$ cat src/hw/fsp_pkg.sv
// fsp_pkg: shared constants and carrier types for the flash self-program section control.
// assumes a word-addressed program flash of fixed size, page-granular programming.
package fsp_pkg;
  localparam int unsigned ADDR_W = 15;
  localparam int unsigned SIZE_W = 2;
  localparam logic [14:0] STALL_AREA_START = 15'h7000;
  localparam logic [14:0] LOADER_START_SZ0 = 15'h7000;
  localparam logic [14:0] LOADER_START_SZ1 = 15'h7800;
  localparam logic [14:0] LOADER_START_SZ2 = 15'h7c00;
  localparam logic [14:0] LOADER_START_SZ3 = 15'h7e00;
  localparam int unsigned CLK_MHZ = 100;
  localparam int unsigned PROG_TIME_US = 4;
  localparam int unsigned PROG_CYCLES = PROG_TIME_US * CLK_MHZ;
  localparam logic [15:0] PROG_CYCLES_W = 16'(PROG_CYCLES);
  localparam int unsigned AXI_AW = 4;
  localparam logic [3:0] OFS_CTRL = 4'h0;
  localparam logic [3:0] OFS_STATUS = 4'h4;
  localparam int unsigned CTRL_BUSY_CLR_BIT = 0;
  localparam int unsigned ST_BUSY_BIT = 0;
  localparam int unsigned ST_ACTIVE_BIT = 1;
  localparam int unsigned ST_HALT_BIT = 2;
  localparam int unsigned ST_REFUSED_BIT = 3;
  localparam logic [1:0] RESP_OKAY = 2'b00;
  localparam logic [1:0] RESP_SLVERR = 2'b10;

  typedef enum logic [1:0] {
    FSP_OP_NONE,
    FSP_OP_ERASE,
    FSP_OP_WRITE
  } fsp_op_t;

  typedef struct packed {
    logic valid;
    fsp_op_t op;
    logic [14:0] pc;
    logic [14:0] target;
  } fsp_req_t;

  typedef struct packed {
    logic [1:0] app_lock;
    logic [1:0] loader_lock;
    logic [1:0] loader_size;
  } fsp_fuse_t;
endpackage

$ cat src/hw/fsp_area_map.sv
// fsp_area_map: combinational decode of one flash word address into its areas.
// assumes fuses are stable while the device runs.
`timescale 1ns/1ns
`default_nettype none
module fsp_area_map (
  input wire logic [14:0] i_addr,
  input wire logic [1:0] i_loader_size,
  output logic o_in_loader,
  output logic o_in_stall
);
  logic [14:0] loader_start;

  always_comb begin
    unique case (i_loader_size)
      2'h0: loader_start = fsp_pkg::LOADER_START_SZ0;
      2'h1: loader_start = fsp_pkg::LOADER_START_SZ1;
      2'h2: loader_start = fsp_pkg::LOADER_START_SZ2;
      2'h3: loader_start = fsp_pkg::LOADER_START_SZ3;
    endcase
  end

  assign o_in_loader = (i_addr >= loader_start);
  // every loader start lies at or above the stall boundary
  assign o_in_stall = (i_addr >= fsp_pkg::STALL_AREA_START);
endmodule // fsp_area_map
`default_nettype wire

$ cat src/hw/fsp_ctrl.sv
// fsp_ctrl: gates store-program requests by executing area and lock bits,
// runs the page operation timer, stalls the cpu and holds the busy flag.
// assumes the cpu presents one request pulse per store-program instruction.
//
// The register offsets and the AXI4-Lite register port were decided locally.
`timescale 1ns/1ns
`default_nettype none
// Behaviour
// - program only when executing from loader area
// - loader code may target any address
// - loader boundary comes from size fuses
// - two independent lock sets, one per area
// - fixed concurrent/stall boundary, fuse independent
// - concurrent-area operation keeps cpu running
// - stall-area operation halts cpu throughout
// - loader area always inside stall area
// - busy flag reads one while blocked
// - busy stays until software clears it
module fsp_ctrl (
  input wire logic i_clk_sys,
  input wire logic i_rst,
  input wire fsp_pkg::fsp_req_t i_req,
  input wire fsp_pkg::fsp_fuse_t i_fuse,
  output logic o_cpu_halt,
  output logic o_area_blocked,
  output logic o_flash_start,
  output fsp_pkg::fsp_op_t o_flash_op,
  output logic [14:0] o_flash_addr,
  input wire logic [3:0] i_awaddr,
  input wire logic i_awvalid,
  output logic o_awready,
  input wire logic [31:0] i_wdata,
  input wire logic [3:0] i_wstrb,
  input wire logic i_wvalid,
  output logic o_wready,
  output logic [1:0] o_bresp,
  output logic o_bvalid,
  input wire logic i_bready,
  input wire logic [3:0] i_araddr,
  input wire logic i_arvalid,
  output logic o_arready,
  output logic [31:0] o_rdata,
  output logic [1:0] o_rresp,
  output logic o_rvalid,
  input wire logic i_rready
);
  typedef enum logic [1:0] {
    FSP_IDLE,
    FSP_RUN_CONC,
    FSP_RUN_STALL
  } fsp_state_t;

  fsp_state_t state_reg;
  logic [15:0] count_reg;
  logic busy_reg;
  logic refused_reg;
  logic pc_in_loader;
  logic prog_active;
  logic aw_take;
  logic w_take;
  logic ar_take;
  logic [31:0] status_now;
  logic tgt_in_loader;
  logic tgt_in_stall;
  logic lock_ok;
  logic accept;
  logic refuse;
  logic done;
  logic [3:0] aw_addr_reg;
  logic aw_have_reg;
  logic [31:0] w_data_reg;
  logic [3:0] w_strb_reg;
  logic w_have_reg;
  logic wr_fire;
  logic wr_hit;
  logic busy_clr;

  // lock bits read low when programmed; a low bit0 forbids self-programming of that area
  function automatic logic lock_allows(input logic [1:0] lock);
    lock_allows = lock[0];
  endfunction

  // the none code is an ordinary instruction and neither starts nor is refused
  function automatic logic is_prog_op(input fsp_pkg::fsp_op_t op);
    is_prog_op = (op != fsp_pkg::FSP_OP_NONE);
  endfunction

  // both bus channels share one small register map
  function automatic logic is_known_addr(input logic [3:0] addr);
    is_known_addr = (addr == fsp_pkg::OFS_CTRL) || (addr == fsp_pkg::OFS_STATUS);
  endfunction

  // status layout assembled in one place
  function automatic logic [31:0] status_word(input logic busy, input logic active,
                                              input logic halt, input logic refused);
    status_word = 32'h0000_0000;
    status_word[fsp_pkg::ST_BUSY_BIT] = busy;
    status_word[fsp_pkg::ST_ACTIVE_BIT] = active;
    status_word[fsp_pkg::ST_HALT_BIT] = halt;
    status_word[fsp_pkg::ST_REFUSED_BIT] = refused;
  endfunction

  fsp_area_map u_pc_map (
    .i_addr(i_req.pc),
    .i_loader_size(i_fuse.loader_size),
    .o_in_loader(pc_in_loader),
    .o_in_stall()
  );

  fsp_area_map u_tgt_map (
    .i_addr(i_req.target),
    .i_loader_size(i_fuse.loader_size),
    .o_in_loader(tgt_in_loader),
    .o_in_stall(tgt_in_stall)
  );

  // each target area checks only its own lock set
  assign lock_ok = tgt_in_loader ? lock_allows(i_fuse.loader_lock)
                                 : lock_allows(i_fuse.app_lock);
  // no address limit on the target once issued from the loader area
  assign accept = i_req.valid && is_prog_op(i_req.op) && pc_in_loader
                  && lock_ok && (state_reg == FSP_IDLE);
  assign refuse = i_req.valid && is_prog_op(i_req.op) && !accept;
  assign prog_active = (state_reg != FSP_IDLE);
  // ending on the last count keeps the active time exactly one page time
  assign done = prog_active && (count_reg == 16'h0001);

  // a request that arrives while an operation runs is refused, never queued
  always_ff @(posedge i_clk_sys or posedge i_rst) begin
    if (i_rst) begin
      state_reg <= FSP_IDLE;
    end else if (accept) begin
      state_reg <= tgt_in_stall ? FSP_RUN_STALL : FSP_RUN_CONC;
    end else if (done) begin
      state_reg <= FSP_IDLE;
    end
  end

  // fixed cycle count: another system clock rate needs another CLK_MHZ
  always_ff @(posedge i_clk_sys or posedge i_rst) begin
    if (i_rst) begin
      count_reg <= 16'h0000;
    end else if (accept) begin
      count_reg <= fsp_pkg::PROG_CYCLES_W;
    end else if (state_reg != FSP_IDLE) begin
      count_reg <= count_reg - 16'h0001;
    end
  end

  always_ff @(posedge i_clk_sys or posedge i_rst) begin
    if (i_rst) begin
      o_flash_start <= 1'b0;
    end else begin
      o_flash_start <= accept;
    end
  end

  // operation and address stay latched for the array after the start pulse
  always_ff @(posedge i_clk_sys or posedge i_rst) begin
    if (i_rst) begin
      o_flash_op <= fsp_pkg::FSP_OP_NONE;
    end else if (accept) begin
      o_flash_op <= i_req.op;
    end
  end

  always_ff @(posedge i_clk_sys or posedge i_rst) begin
    if (i_rst) begin
      o_flash_addr <= 15'h0000;
    end else if (accept) begin
      o_flash_addr <= i_req.target;
    end
  end

  // set beats clear; the flag outlives the operation until software clears it
  always_ff @(posedge i_clk_sys or posedge i_rst) begin
    if (i_rst) begin
      busy_reg <= 1'b0;
    end else if (accept && !tgt_in_stall) begin
      busy_reg <= 1'b1;
    end else if (busy_clr && state_reg != FSP_RUN_CONC) begin
      busy_reg <= 1'b0;
    end
  end

  // refused is only a hint for software; it never blocks a later request
  always_ff @(posedge i_clk_sys or posedge i_rst) begin
    if (i_rst) begin
      refused_reg <= 1'b0;
    end else if (accept) begin
      refused_reg <= 1'b0;
    end else if (refuse) begin
      refused_reg <= 1'b1;
    end
  end

  assign o_cpu_halt = (state_reg == FSP_RUN_STALL);
  // software must keep out of the blocked area while this is high
  assign o_area_blocked = busy_reg;

  // axi4-lite write: address and data taken in either order
  // both channels stall while a response waits, so no write is lost behind it
  assign o_awready = !aw_have_reg && !o_bvalid;
  assign o_wready = !w_have_reg && !o_bvalid;
  assign aw_take = i_awvalid && o_awready;
  assign w_take = i_wvalid && o_wready;
  assign wr_fire = aw_have_reg && w_have_reg && !o_bvalid;
  assign wr_hit = is_known_addr(aw_addr_reg);
  assign busy_clr = wr_fire && (aw_addr_reg == fsp_pkg::OFS_CTRL) && w_strb_reg[0]
                    && w_data_reg[fsp_pkg::CTRL_BUSY_CLR_BIT];

  always_ff @(posedge i_clk_sys or posedge i_rst) begin
    if (i_rst) begin
      aw_have_reg <= 1'b0;
    end else if (aw_take) begin
      aw_have_reg <= 1'b1;
    end else if (wr_fire) begin
      aw_have_reg <= 1'b0;
    end
  end

  // address kept until the write fires; data may still be on its way
  always_ff @(posedge i_clk_sys or posedge i_rst) begin
    if (i_rst) begin
      aw_addr_reg <= 4'h0;
    end else if (aw_take) begin
      aw_addr_reg <= i_awaddr;
    end
  end

  always_ff @(posedge i_clk_sys or posedge i_rst) begin
    if (i_rst) begin
      w_have_reg <= 1'b0;
    end else if (w_take) begin
      w_have_reg <= 1'b1;
    end else if (wr_fire) begin
      w_have_reg <= 1'b0;
    end
  end

  always_ff @(posedge i_clk_sys or posedge i_rst) begin
    if (i_rst) begin
      w_data_reg <= 32'h0000_0000;
      w_strb_reg <= 4'h0;
    end else if (w_take) begin
      w_data_reg <= i_wdata;
      w_strb_reg <= i_wstrb;
    end
  end

  always_ff @(posedge i_clk_sys or posedge i_rst) begin
    if (i_rst) begin
      o_bvalid <= 1'b0;
    end else if (wr_fire) begin
      o_bvalid <= 1'b1;
    end else if (i_bready) begin
      o_bvalid <= 1'b0;
    end
  end

  // the code is latched with the write so it stands while bvalid waits
  always_ff @(posedge i_clk_sys or posedge i_rst) begin
    if (i_rst) begin
      o_bresp <= fsp_pkg::RESP_OKAY;
    end else if (wr_fire) begin
      o_bresp <= wr_hit ? fsp_pkg::RESP_OKAY : fsp_pkg::RESP_SLVERR;
    end
  end

  // axi4-lite read: data and response one cycle after the address is taken
  assign o_arready = !o_rvalid;
  assign ar_take = i_arvalid && o_arready;
  assign status_now = status_word(busy_reg, prog_active, o_cpu_halt, refused_reg);

  always_ff @(posedge i_clk_sys or posedge i_rst) begin
    if (i_rst) begin
      o_rvalid <= 1'b0;
    end else if (ar_take) begin
      o_rvalid <= 1'b1;
    end else if (i_rready) begin
      o_rvalid <= 1'b0;
    end
  end

  // control reads answer okay with zero data
  always_ff @(posedge i_clk_sys or posedge i_rst) begin
    if (i_rst) begin
      o_rresp <= fsp_pkg::RESP_OKAY;
    end else if (ar_take) begin
      o_rresp <= is_known_addr(i_araddr) ? fsp_pkg::RESP_OKAY : fsp_pkg::RESP_SLVERR;
    end
  end

  // status is sampled as the address is taken; other reads return zero
  always_ff @(posedge i_clk_sys or posedge i_rst) begin
    if (i_rst) begin
      o_rdata <= 32'h0000_0000;
    end else if (ar_take) begin
      if (i_araddr == fsp_pkg::OFS_STATUS) begin
        o_rdata <= status_now;
      end else begin
        o_rdata <= 32'h0000_0000;
      end
    end
  end
endmodule // fsp_ctrl
`default_nettype wire

$ cat config.mk
export PLATFORM = sky130hd
export DESIGN_NAME = fsp_ctrl
export DESIGN_NICKNAME = d
export VERILOG_FILES = /design/src/hw/fsp_pkg.sv /design/src/hw/fsp_area_map.sv /design/src/hw/fsp_ctrl.sv
export SDC_FILE = /design/constraint.sdc
export NUM_CORES = 1
export LEC_CHECK = 0
export ABC_CLOCK_PERIOD_IN_PS = 5150
export BUFFER_PORTS_ARGS = -buffer_cell sky130_fd_sc_hd__buf_4
export CAP_MARGIN = 30
export CORE_UTILIZATION = 49
export CTS_CLUSTER_SIZE = 14
export DETAILED_ROUTE_END_ITERATION = 6
export GPL_ROUTABILITY_DRIVEN = 0
export PLACE_DENSITY = 0.88
export SYNTH_ARGS = -nofsm -noshare
export SYNTH_HDL_FRONTEND = slang
export SYNTH_SLANG_ARGS = --single-unit
$ cat constraint.sdc
create_clock -name i_clk_sys -period 5.15 [get_ports i_clk_sys]
set_clock_uncertainty 0.1 [all_clocks]
set_input_delay 0.7725 -clock i_clk_sys [delete_from_list [all_inputs] [get_ports i_clk_sys]]
set_output_delay 0.7725 -clock i_clk_sys [all_outputs]
set_load 0.05 [all_outputs]
# == Yosys cells after proc, flatten, opt, wreduce, memory -nomap -nowiden ==
# Cells that the tools add are included.
# Widths: inputs -> output; s select.
# word_totals
word_cells,90
register_bits,84
output_inout_bits,61
# classes
add_sub_neg,1
eq_ne,8
n_lt_le_gt_ge,3
n_mux,21
reduce_logical,40
# op_table
op,count
$pmux 15 s4,1
$mux 16,2
$ge 15x15->1,2
$reduce_bool 2->1,10
$logic_and 1x1->1,18
$eq 16x1->1 const B,1
$sub 16x1->16 const B,1
$ge 15x15->1 const B,1
$mux 1,12
$mux 2,5
$eq 4x3->1 const B,2
$logic_not 4->1,2
$eq 2x2->1 const B,3
$logic_not 1->1,6
$logic_not 2->1,2
$mux 4,1
$eq 2x1->1 const B,1
$logic_or 1x1->1,2
$ne 2x1->1 const B,1

# == Logic depth before layout (Yosys ltp) ==
# Gate-level depths: netlist (run 1).
# depth
ltp_word,10
ltp_mapped,9
depth_no_buf,8

# == Hierarchy ==
# Synthesis (run 1) repeated with hierarchy kept, for this count alone.
# hier_totals
hier_cells,282
area_unflattened_um2,2803.9
# by_module_without_submodules
mod,area_each_um2,cells_per_inst,seq_area_each_um2,instances
fsp_ctrl,2551.2,250,1351.3,1
fsp_area_map,126.4,16,0.0,2

# == Least setup slack after synthesis (run 1) ==
# OpenSTA, ideal clock, no wires.
# synth_path
path_type,input-to-reg
startpoint,input i_fuse[1] (netlist name)
endpoint,register o_flash_addr[10]
path_slack_ps,2228
t_required_ps,4925
path_buffers,1
t_arrival_ps,2696
setup_ps,125
stages,8
cell_sequence,nor2_1 ha_1 and4bb_1 and4_4 or3b_4 a211o_4 buf_6 mux2_4
# synth_between
elab_chain_len,6
elab_cells_between_ends,11
cone_classes,order compare (2); eq/ne (3); mux (2); reduce/logical (4)
# synth_lines
item,line_no,rtl
start: declaration,fsp_ctrl.sv:23,"input wire fsp_pkg::fsp_fuse_t i_fuse,"
$eq 2x2->1 (tied with other cells),fsp_area_map.sv:14,unique case (i_loader_size)
$pmux 15 s4 (*),fsp_area_map.sv:14,
$ge 15x15->1,fsp_area_map.sv:22,assign o_in_loader = (i_addr >= loader_start);
$mux 1 or $logic_and 1x1->1 (tied branches),"fsp_ctrl.sv:118, fsp_ctrl.sv:121",
$logic_and 1x1->1 (*) (2 in series),fsp_ctrl.sv:122,&& lock_ok && (state_reg == FSP_IDLE);
end signal: assignment,fsp_ctrl.sv:171,o_flash_addr <= i_req.target;
end: declaration,fsp_ctrl.sv:28,"output logic [14:0] o_flash_addr,"
# Mark *: on every way between the ends. The rest lies on a longest branch, timed or not. The select of a mux whose other input is x is not followed.
# A chain may end at the register's enable or synchronous reset.

# == Worst setup path in the final report (run 1) ==
# layout_path
startpoint,input i_fuse[0] (netlist name)
endpoint,register o_flash_addr[14]
# The elaborated chain is that of the path after synthesis.

==> results of run 1 <==
[worst paths after layout]
| check | slack, ns | to |
|---|---|---|
| max reg2reg | 2.94 | count_reg[14]$_DFFE_PP0P_ |
| max in group asynchronous | 3.99 | count_reg[0]$_DFFE_PP0P_ |
| max | 1.99 | o_flash_addr[14]$_DFFE_PP0P_ |
| min | 0.39 | o_rresp[1]$_DFFE_PP0P_ |
| min in group asynchronous | 0.54 | count_reg[15]$_DFFE_PP0P_ |
| min reg2reg | 0.39 | o_rresp[1]$_DFFE_PP0P_ |
[cells in the final DEF (no fill, tap or decap), types with 6 or more instances in the layout]
cell	synthesis	routed
a21oi_1	6	6
buf_4	30	85
conb_1	1	30
dfrtp_1	54	54
ha_1	8	8
inv_1	10	9
mux2_2	9	9
mux2_4	14	14
nand2_1	17	17
nand3_1	7	7
nor2_1	11	11
nor2b_1	6	6
o21ai_0	13	13
o21ai_1	9	9
or2_2	7	7
[cells in the mapped netlist (3+ instances only)]
cell,number
a21oi_1,6
nor2b_1,6
and2_1,4
mux2_2,9
nor4_1,4
o31ai_1,3
or2_2,7
nor2_1,11
a22o_1,4
buf_4,30
dfrtp_1,54
nand2_1,17
inv_1,10
o21ai_0,13
o21ai_1,9
o21a_1,3
or4_1,4
nand3_1,7
or3_1,3
ha_1,8
mux2_4,14
nor4b_1,3
[power groups by stage]
stage          Sequential [mW]  Clock (mW)  Combinational, mW
5_1_grt                  0.512       0.263              0.332
2_1_floorplan            0.554           0              0.188
3_3_place_gp             0.511           0              0.304
4_1_cts                  0.505       0.243              0.314
6_report                 0.504       0.234              0.310
3_5_place_dp             0.514           0              0.313
[layer usage]
| metal | routed length, um | vias up | track usage [%] |
|---|---|---|---|
| met4 | 87 | 0 | 6.48 |
| met5 | 0 | - | 0 |
| li1 | - | 1019 | - |
| met3 | 290 | 12 | 5.18 |
| met2 | 2870 | 76 | 33.5 |
| met1 | 2330 | 1020 | 23.4 |
[cell type report]
cell class              count  area, um^2  area share (%)
repair buffers             85         638            18.2
inverters                  11        41.3            1.18
clock buffers               6        72.6            2.07
flip-flops and latches     54        1350            38.6
multi-input cells         188        1290            36.9
clock inverters             2        17.5           0.500
well taps                  72        90.1            2.57
[stage by stage]
stage | instances | area, um^2 | power [mW] | hold slack (ns)
2_1_floorplan | 286 | 2940 | 0.742 | 0.366
3_3_place_gp | 410 | 3410 | 0.816 | 0.372
3_5_place_dp | 410 | 3410 | 0.827 | 0.376
4_1_cts | 418 | 3500 | 1.06 | 0.399
5_1_grt | 418 | 3500 | 1.11 | 0.443
6_report | 418 | 3500 | 1.05 | 0.394
[cell families after synthesis]
group                      after synthesis  share of synthesized area, %
and+or+nand+nor                         84                          17.6
DFF                                     54                          47.8
buffers and inverters                   44                          10.4
AOI/OAI and AO/OA                       43                          9.55
muxes                                   23                          11.0
adders and majority gates                8                          3.54
other                                    1                         0.133
[worst min-delay path: stages (launching register included)]
cell,delay (ns)
dfrtp_1,0.36
nand2_1,0.05
o21ai_0,0.06
==> metrics.csv, run 1 <==
stage,metric,value,unit
floorplan,Core Rows,27,
pwr,Pwr Density,299,nW/um^2
pwr,register share of total power,48.1,%
setup_path,worst r2r src,count_reg[6]$_DFFE_PP0P_,
detailed_routing,DRT iter0 DRCs,103,
cts,TritonCTS clock tree,yes,
yosys,"Cell Area, Synth",2830,um^2
setup_path,Worst Path Required,5.24,ns
cts,total CTS buffers,5,
floorplan,core footprint,5540,um^2
timing,Final Hold Fails,0,
pwr,Int Pwr,0.679,mW
finish,Largest register FFs,16,
setup_path,Crit-path slowest cell,a211o_4,
yosys,Yosys top cell area share,47.8,%
floorplan,initial core utilization,51.1,%
global_route,Overflow after GRT,0,
floorplan,io pins,151,
timing,post-route setup TNS,0,ns
setup_path,worst path cell trace,buf_4 > and2_1 > ha_1 > nor4b_1 > and4_4 > o21ai_0 > a211o_4 > inv_2 > mux2_2,
setup_path,"slowest stage delay, CP",0.51,ns
detailed_routing,routed vias,2127,
yosys,"Seq/Total Area, Yosys",47.8,%
setup_path,CP Launch Point,i_fuse[0],
global_route,vias in the first global route,2086,
yosys,top_reg_cell synth,dfrtp_1,
global_route,largest net degree at the start of global routing,55,
hold_path,worst min path class,flip-flop to flip-flop,
finish,FILL cells,451,
pwr,clock group share of total power,22.3,%
yosys,post-synthesis cell count,257,
pwr,Comb power frac,29.6,%
detailed_routing,DRC Markers,0,
setup_path,R2R cell count,5,
floorplan,die width,78.0,um
setup_path,Crit Path Category,input port to flip-flop,
setup_path,Critical Path Stages,9,
setup_path,Buf/Inv on CP,2,
yosys,syn avg cell area,11.0,um^2
setup_path,Critical Path Source Type,input port,
yosys,Synth area leader,dfrtp_1,
detailed_routing,ANT nets after route,0,
pwr,Sw Share,35.2,%
timing,Worst Slack Setup Final,1.99,ns
yosys,synth top area cells,"dfrtp_1, buf_4, mux2_4",
pwr,worst vdd ir,0.243,mV
global_route,initial antenna violation count,0,
setup_path,crit path capture type,flip-flop,
yosys,synthesized flop and latch total,54,
setup_path,Crit path max-delay family,simple AND/OR/NAND/NOR gates,
placement,hpwl dp,4.23,mm
cts,H-tree levels,2,
pwr,leakage power total,1.76,nW
detailed_routing,routed len/inst,13.3,um
timing,RSZ-0062 raised after global routing,no,
finish,NumNets Final,443,
finish,Util after Layout,63.2,%
cts,# resized after CTS,0,
hold_path,min-delay src,o_rresp[1]$_DFFE_PP0P_,
global_route,GRT Overall Usage,19.4,%
hold_path,hold path depth,2,
job,max-cap viol count,0,
setup_path,CP arrival,3.25,ns
detailed_routing,Initial DRT Pass Iterations,4,
yosys,yosys warns,0,
placement,DP Worst Slack,1.68,ns
yosys,Post-synth EDFFs,0,
cts,setup bufs post-CTS,0,
timing,Tcrit/Tclk final,61.3,%
placement,PortBufs,84,
pwr,Sw Pwr,0.369,mW
yosys,Unique masters post-synth,46,
timing,clock period minus worst slack,3.16,ns
floorplan,Die Span Y,78.0,um
detailed_routing,routed vias/inst,5.09,
finish,number of diodes,0,
cts,CTS Hold Bufs,0,
setup_path,largest fanout on the critical path,22,
timing,FMAX,317,MHz
finish,share of post-route cells with drive strength above 1,37.6,%
timing,slew of the pin with the lowest slew margin,0.642,ns
cts,Clock Latency Late Sink,0.30,ns
floorplan,Die Footprint,6080,um^2
timing,final setup violation count,0,
yosys,"FFs w/ async S/R, synth",100,%
timing,Pins Over Slew Limit,0,
detailed_routing,total wire length,5.58,mm
cts,clock root buffer,clkbuf_8,
global_route,first-pass GRT wire length,9.27,mm
cts,clock-pin slew of the registers on the worst-case setup and hold paths,0.10,ns
cts,Clock Tree Buf Depth,2,
timing,Worst slew margin,57.2,%
cts,clk sinks,54,
finish,Layout area overhead,23.8,%
run_status,status,"finished, final reports clean",
Power figures use the tool's default switching activity.
==> inputs of run 2 (changes only) <==
--- a/config.mk
+++ b/config.mk
@@ -5,14 +5,15 @@
 export SDC_FILE = /design/constraint.sdc
 export NUM_CORES = 1
 export LEC_CHECK = 0
-export ABC_CLOCK_PERIOD_IN_PS = 5150
+export ABC_AREA = 1
+export ABC_CLOCK_PERIOD_IN_PS = 3200
 export BUFFER_PORTS_ARGS = -buffer_cell sky130_fd_sc_hd__buf_4
 export CAP_MARGIN = 30
-export CORE_UTILIZATION = 49
+export CORE_UTILIZATION = 45
 export CTS_CLUSTER_SIZE = 14
 export DETAILED_ROUTE_END_ITERATION = 6
 export GPL_ROUTABILITY_DRIVEN = 0
-export PLACE_DENSITY = 0.88
+export PLACE_DENSITY = 0.82
 export SYNTH_ARGS = -nofsm -noshare
 export SYNTH_HDL_FRONTEND = slang
 export SYNTH_SLANG_ARGS = --single-unit
==> constraint.sdc (replaced) <==
create_clock -name i_clk_sys -period 3.2 [get_ports i_clk_sys]
set_clock_uncertainty 0.1 [all_clocks]
set_input_delay 0.48 -clock i_clk_sys [delete_from_list [all_inputs] [get_ports i_clk_sys]]
set_output_delay 0.48 -clock i_clk_sys [all_outputs]
set_load 0.05 [all_outputs]
==> metrics.csv, run 2 <==
stage,metric,value,unit
finish,share of post-route cells with drive strength above 1,25.5,%
timing,RSZ-0062 raised after global routing,no,
setup_path,R2R cell count,8,
finish,FILL cells,520,
floorplan,io pins,151,
global_route,vias in the first global route,2248,
finish,footprint of the multi-input gates,1200,um^2
global_route,GRT Overall Usage,18.9,%
yosys,Synth area leader,dfrtp_1,
global_route,initial antenna violation count,0,
setup_path,"slowest stage delay, CP",0.34,ns
setup_path,Crit Path Category,input port to flip-flop,
setup_path,CP dominant cell by count,nand2_1,
global_route,first-pass GRT wire length,9.64,mm
yosys,syn avg cell area,8.30,um^2
pwr,Pwr Density,477,nW/um^2
detailed_routing,routed vias/inst,4.69,
yosys,Yosys top cell area share,46.9,%
cts,TritonCTS clock tree,yes,
yosys,post-synthesis cell count,347,
floorplan,Die Span Y,82.0,um
setup_path,Crit path max-delay family,simple AND/OR/NAND/NOR gates,
cts,clk sinks,54,
setup_path,crit path capture type,flip-flop,
cts,clock-pin slew of the registers on the worst-case setup and hold paths,0.11,ns
floorplan,Die Footprint,6720,um^2
pwr,leakage power total,1.95,nW
timing,clock period minus worst slack,2.15,ns
placement,Placed Area,3470,um^2
floorplan,Core Rows,28,
detailed_routing,Initial DRT Pass Iterations,4,
yosys,synthesized flop and latch total,54,
finish,Largest register FFs,16,
yosys,yosys warns,0,
global_route,largest net degree at the start of global routing,44,
cts,clock root buffer,clkbuf_8,
yosys,most frequent cell after synthesis,nand2_1,
placement,hpwl dp,4.57,mm
timing,final setup violation count,0,
detailed_routing,DRT iter0 DRCs,110,
yosys,"Seq/Total Area, Yosys",46.9,%
detailed_routing,routed vias,2398,
hold_path,hold path depth,2,
finish,register area,1350,um^2
yosys,Post-synth EDFFs,0,
setup_path,Worst R2R Setup Slack,1.51,ns
hold_path,worst min path class,input port to flip-flop,
floorplan,core footprint,6060,um^2
cts,H-tree levels,2,
yosys,top_reg_cell synth,dfrtp_1,
cts,total CTS buffers,5,
timing,slew of the pin with the lowest slew margin,0.722,ns
setup_path,Worst Path Required,3.35,ns
yosys,"FFs w/ async S/R, synth",100,%
timing,Pins Over Slew Limit,0,
yosys,"Cell Area, Synth",2880,um^2
finish,Layout area overhead,24.1,%
finish,most frequent cells in the layout,"nand2_1, buf_4, dfrtp_1",
cts,Clock Latency Late Sink,0.31,ns
floorplan,initial core utilization,47.5,%
yosys,synth top area cells,"dfrtp_1, nand2_1, buf_4",
detailed_routing,DRC Markers,0,
timing,Tcrit/Tclk final,67.1,%
finish,NumNets Final,533,
timing,FMAX,466,MHz
floorplan,die width,82.0,um
timing,worst hold slack,0.231,ns
setup_path,Buf/Inv on CP,2,
run_status,status,"finished, final reports clean",
detailed_routing,ANT nets after route,0,
yosys,Unique masters post-synth,38,
yosys,"top cells by count, synth","nand2_1, dfrtp_1, inv_1, nor2_1, buf_4",
setup_path,Critical Path Source Type,input port,
timing,post-route setup TNS,0,ns
timing,Final Hold Fails,0,
job,max-cap viol count,0,
finish,"most common cell after layout, fill and taps aside",nand2_1,
finish,Util after Layout,59.0,%
placement,PortBufs,84,
setup_path,Critical Path Stages,12,
finish,number of diodes,0,
pwr,worst vdd ir,0.591,mV
global_route,Overflow after GRT,0,
detailed_routing,routed len/inst,11.4,um
detailed_routing,total wire length,5.82,mm
cts,Clock Tree Buf Depth,2,
timing,Worst slew margin,51.4,%
setup_path,largest fanout on the critical path,35,
setup_path,CP arrival,2.30,ns
setup_path,worst path cell trace,buf_4 > nor2_1 > ha_1 > nand2_1 > nor2_1 > a21oi_1 > nand3_1 > nand2_2 > nand3_4 > inv_6 > nand2_1 > nand2_1,
finish,post-route cell area,3570,um^2
setup_path,Crit-path slowest cell,nand3_4,
-- run 2: cell types whose count changed in the layout (fill, tap and decap cells not counted), sizes merged, moves of 4 or more --
cell	previous run	this run
inv	12	45
mux2	23	4
nor2b	6	0
o21ai	22	9
a32o	0	4
a22o	4	0
nand2	17	106
or4	4	0
nand3	7	15
nor2	11	36
or2	9	4
-- run 2: report_power, final --
| part | leakage, nW | total, mW | internal (mW) | switching, mW |
|---|---|---|---|---|
| sequential | 0.649 | 0.793 | 0.754 | 0.0384 |
| clock | 0.0478 | 0.412 | 0.179 | 0.234 |
| combinational | 1.25 | 0.501 | 0.162 | 0.339 |
| total | 1.95 | 1.71 | 1.10 | 0.611 |
-- run 2: cell families after synthesis --
logic type,after synthesis,share of synthesized area [%]
AND/OR/NAND/NOR,172,25.9
multiplexers,4,1.56
other,1,0.130
buffers and inverters,78,15.2
flip-flops,54,46.9
AO/OA/AOI/OAI,30,6.78
adder cells (fa/ha/maj),8,3.48
-- run 2: layout make-up --
class                           instances  area share (%)
Timing Repair Buffer                   86            18.5
Sequential cell                        54            37.8
Clock buffer                            6            2.31
Multi-Input combinational cell        244            33.6
Tap cell                               75            2.63
Clock inverter                          2           0.455
Inverter                               44            4.76
-- run 2: path summary, 6_finish.rpt --
path                                             startpoint                           end
min in group asynchronous                             i_rst       o_flash_start$_DFF_PP0_
worst min-delay path                               i_bready          o_bvalid$_DFFE_PP0P_
worst max-delay path                              i_fuse[1]  o_flash_addr[13]$_DFFE_PP0P_
worst min register to register  o_flash_addr[2]$_DFFE_PP0P_   o_flash_addr[2]$_DFFE_PP0P_
worst max register to register     count_reg[8]$_DFFE_PP0P_     count_reg[15]$_DFFE_PP0P_
max in group asynchronous                             i_rst     count_reg[11]$_DFFE_PP0P_
-- run 2: repair_timing --
| item | 4_1_cts | 5_1_grt |
|---|---|---|
| resized for setup | 0 | 0 |
| hold endpoints to repair | 9 | 0 |
| setup buffers | 0 | 0 |
| endpoints found under the setup margin | 0 | 0 |
| hold buffers | 1 | 0 |
-- run 2: through the flow --
step | setup WS, ns | power, mW | cells
6_report | 1.05 | 1.71 | 511
5_1_grt | 0.862 | 1.80 | 511
4_1_cts | 1.05 | 1.72 | 511
3_5_place_dp | 0.730 | 1.31 | 502
3_3_place_gp | 0.726 | 1.29 | 501
2_1_floorplan | 1.03 | 1.18 | 376
-- run 2: routing by layer --
metal,GRT usage [%],routed length [um],vias to the layer above
li1,-,-,1198
met4,7.19,85,0
met1,21.0,2440,1110
met2,34.9,2990,80
met5,0,0,-
met3,4.11,304,10
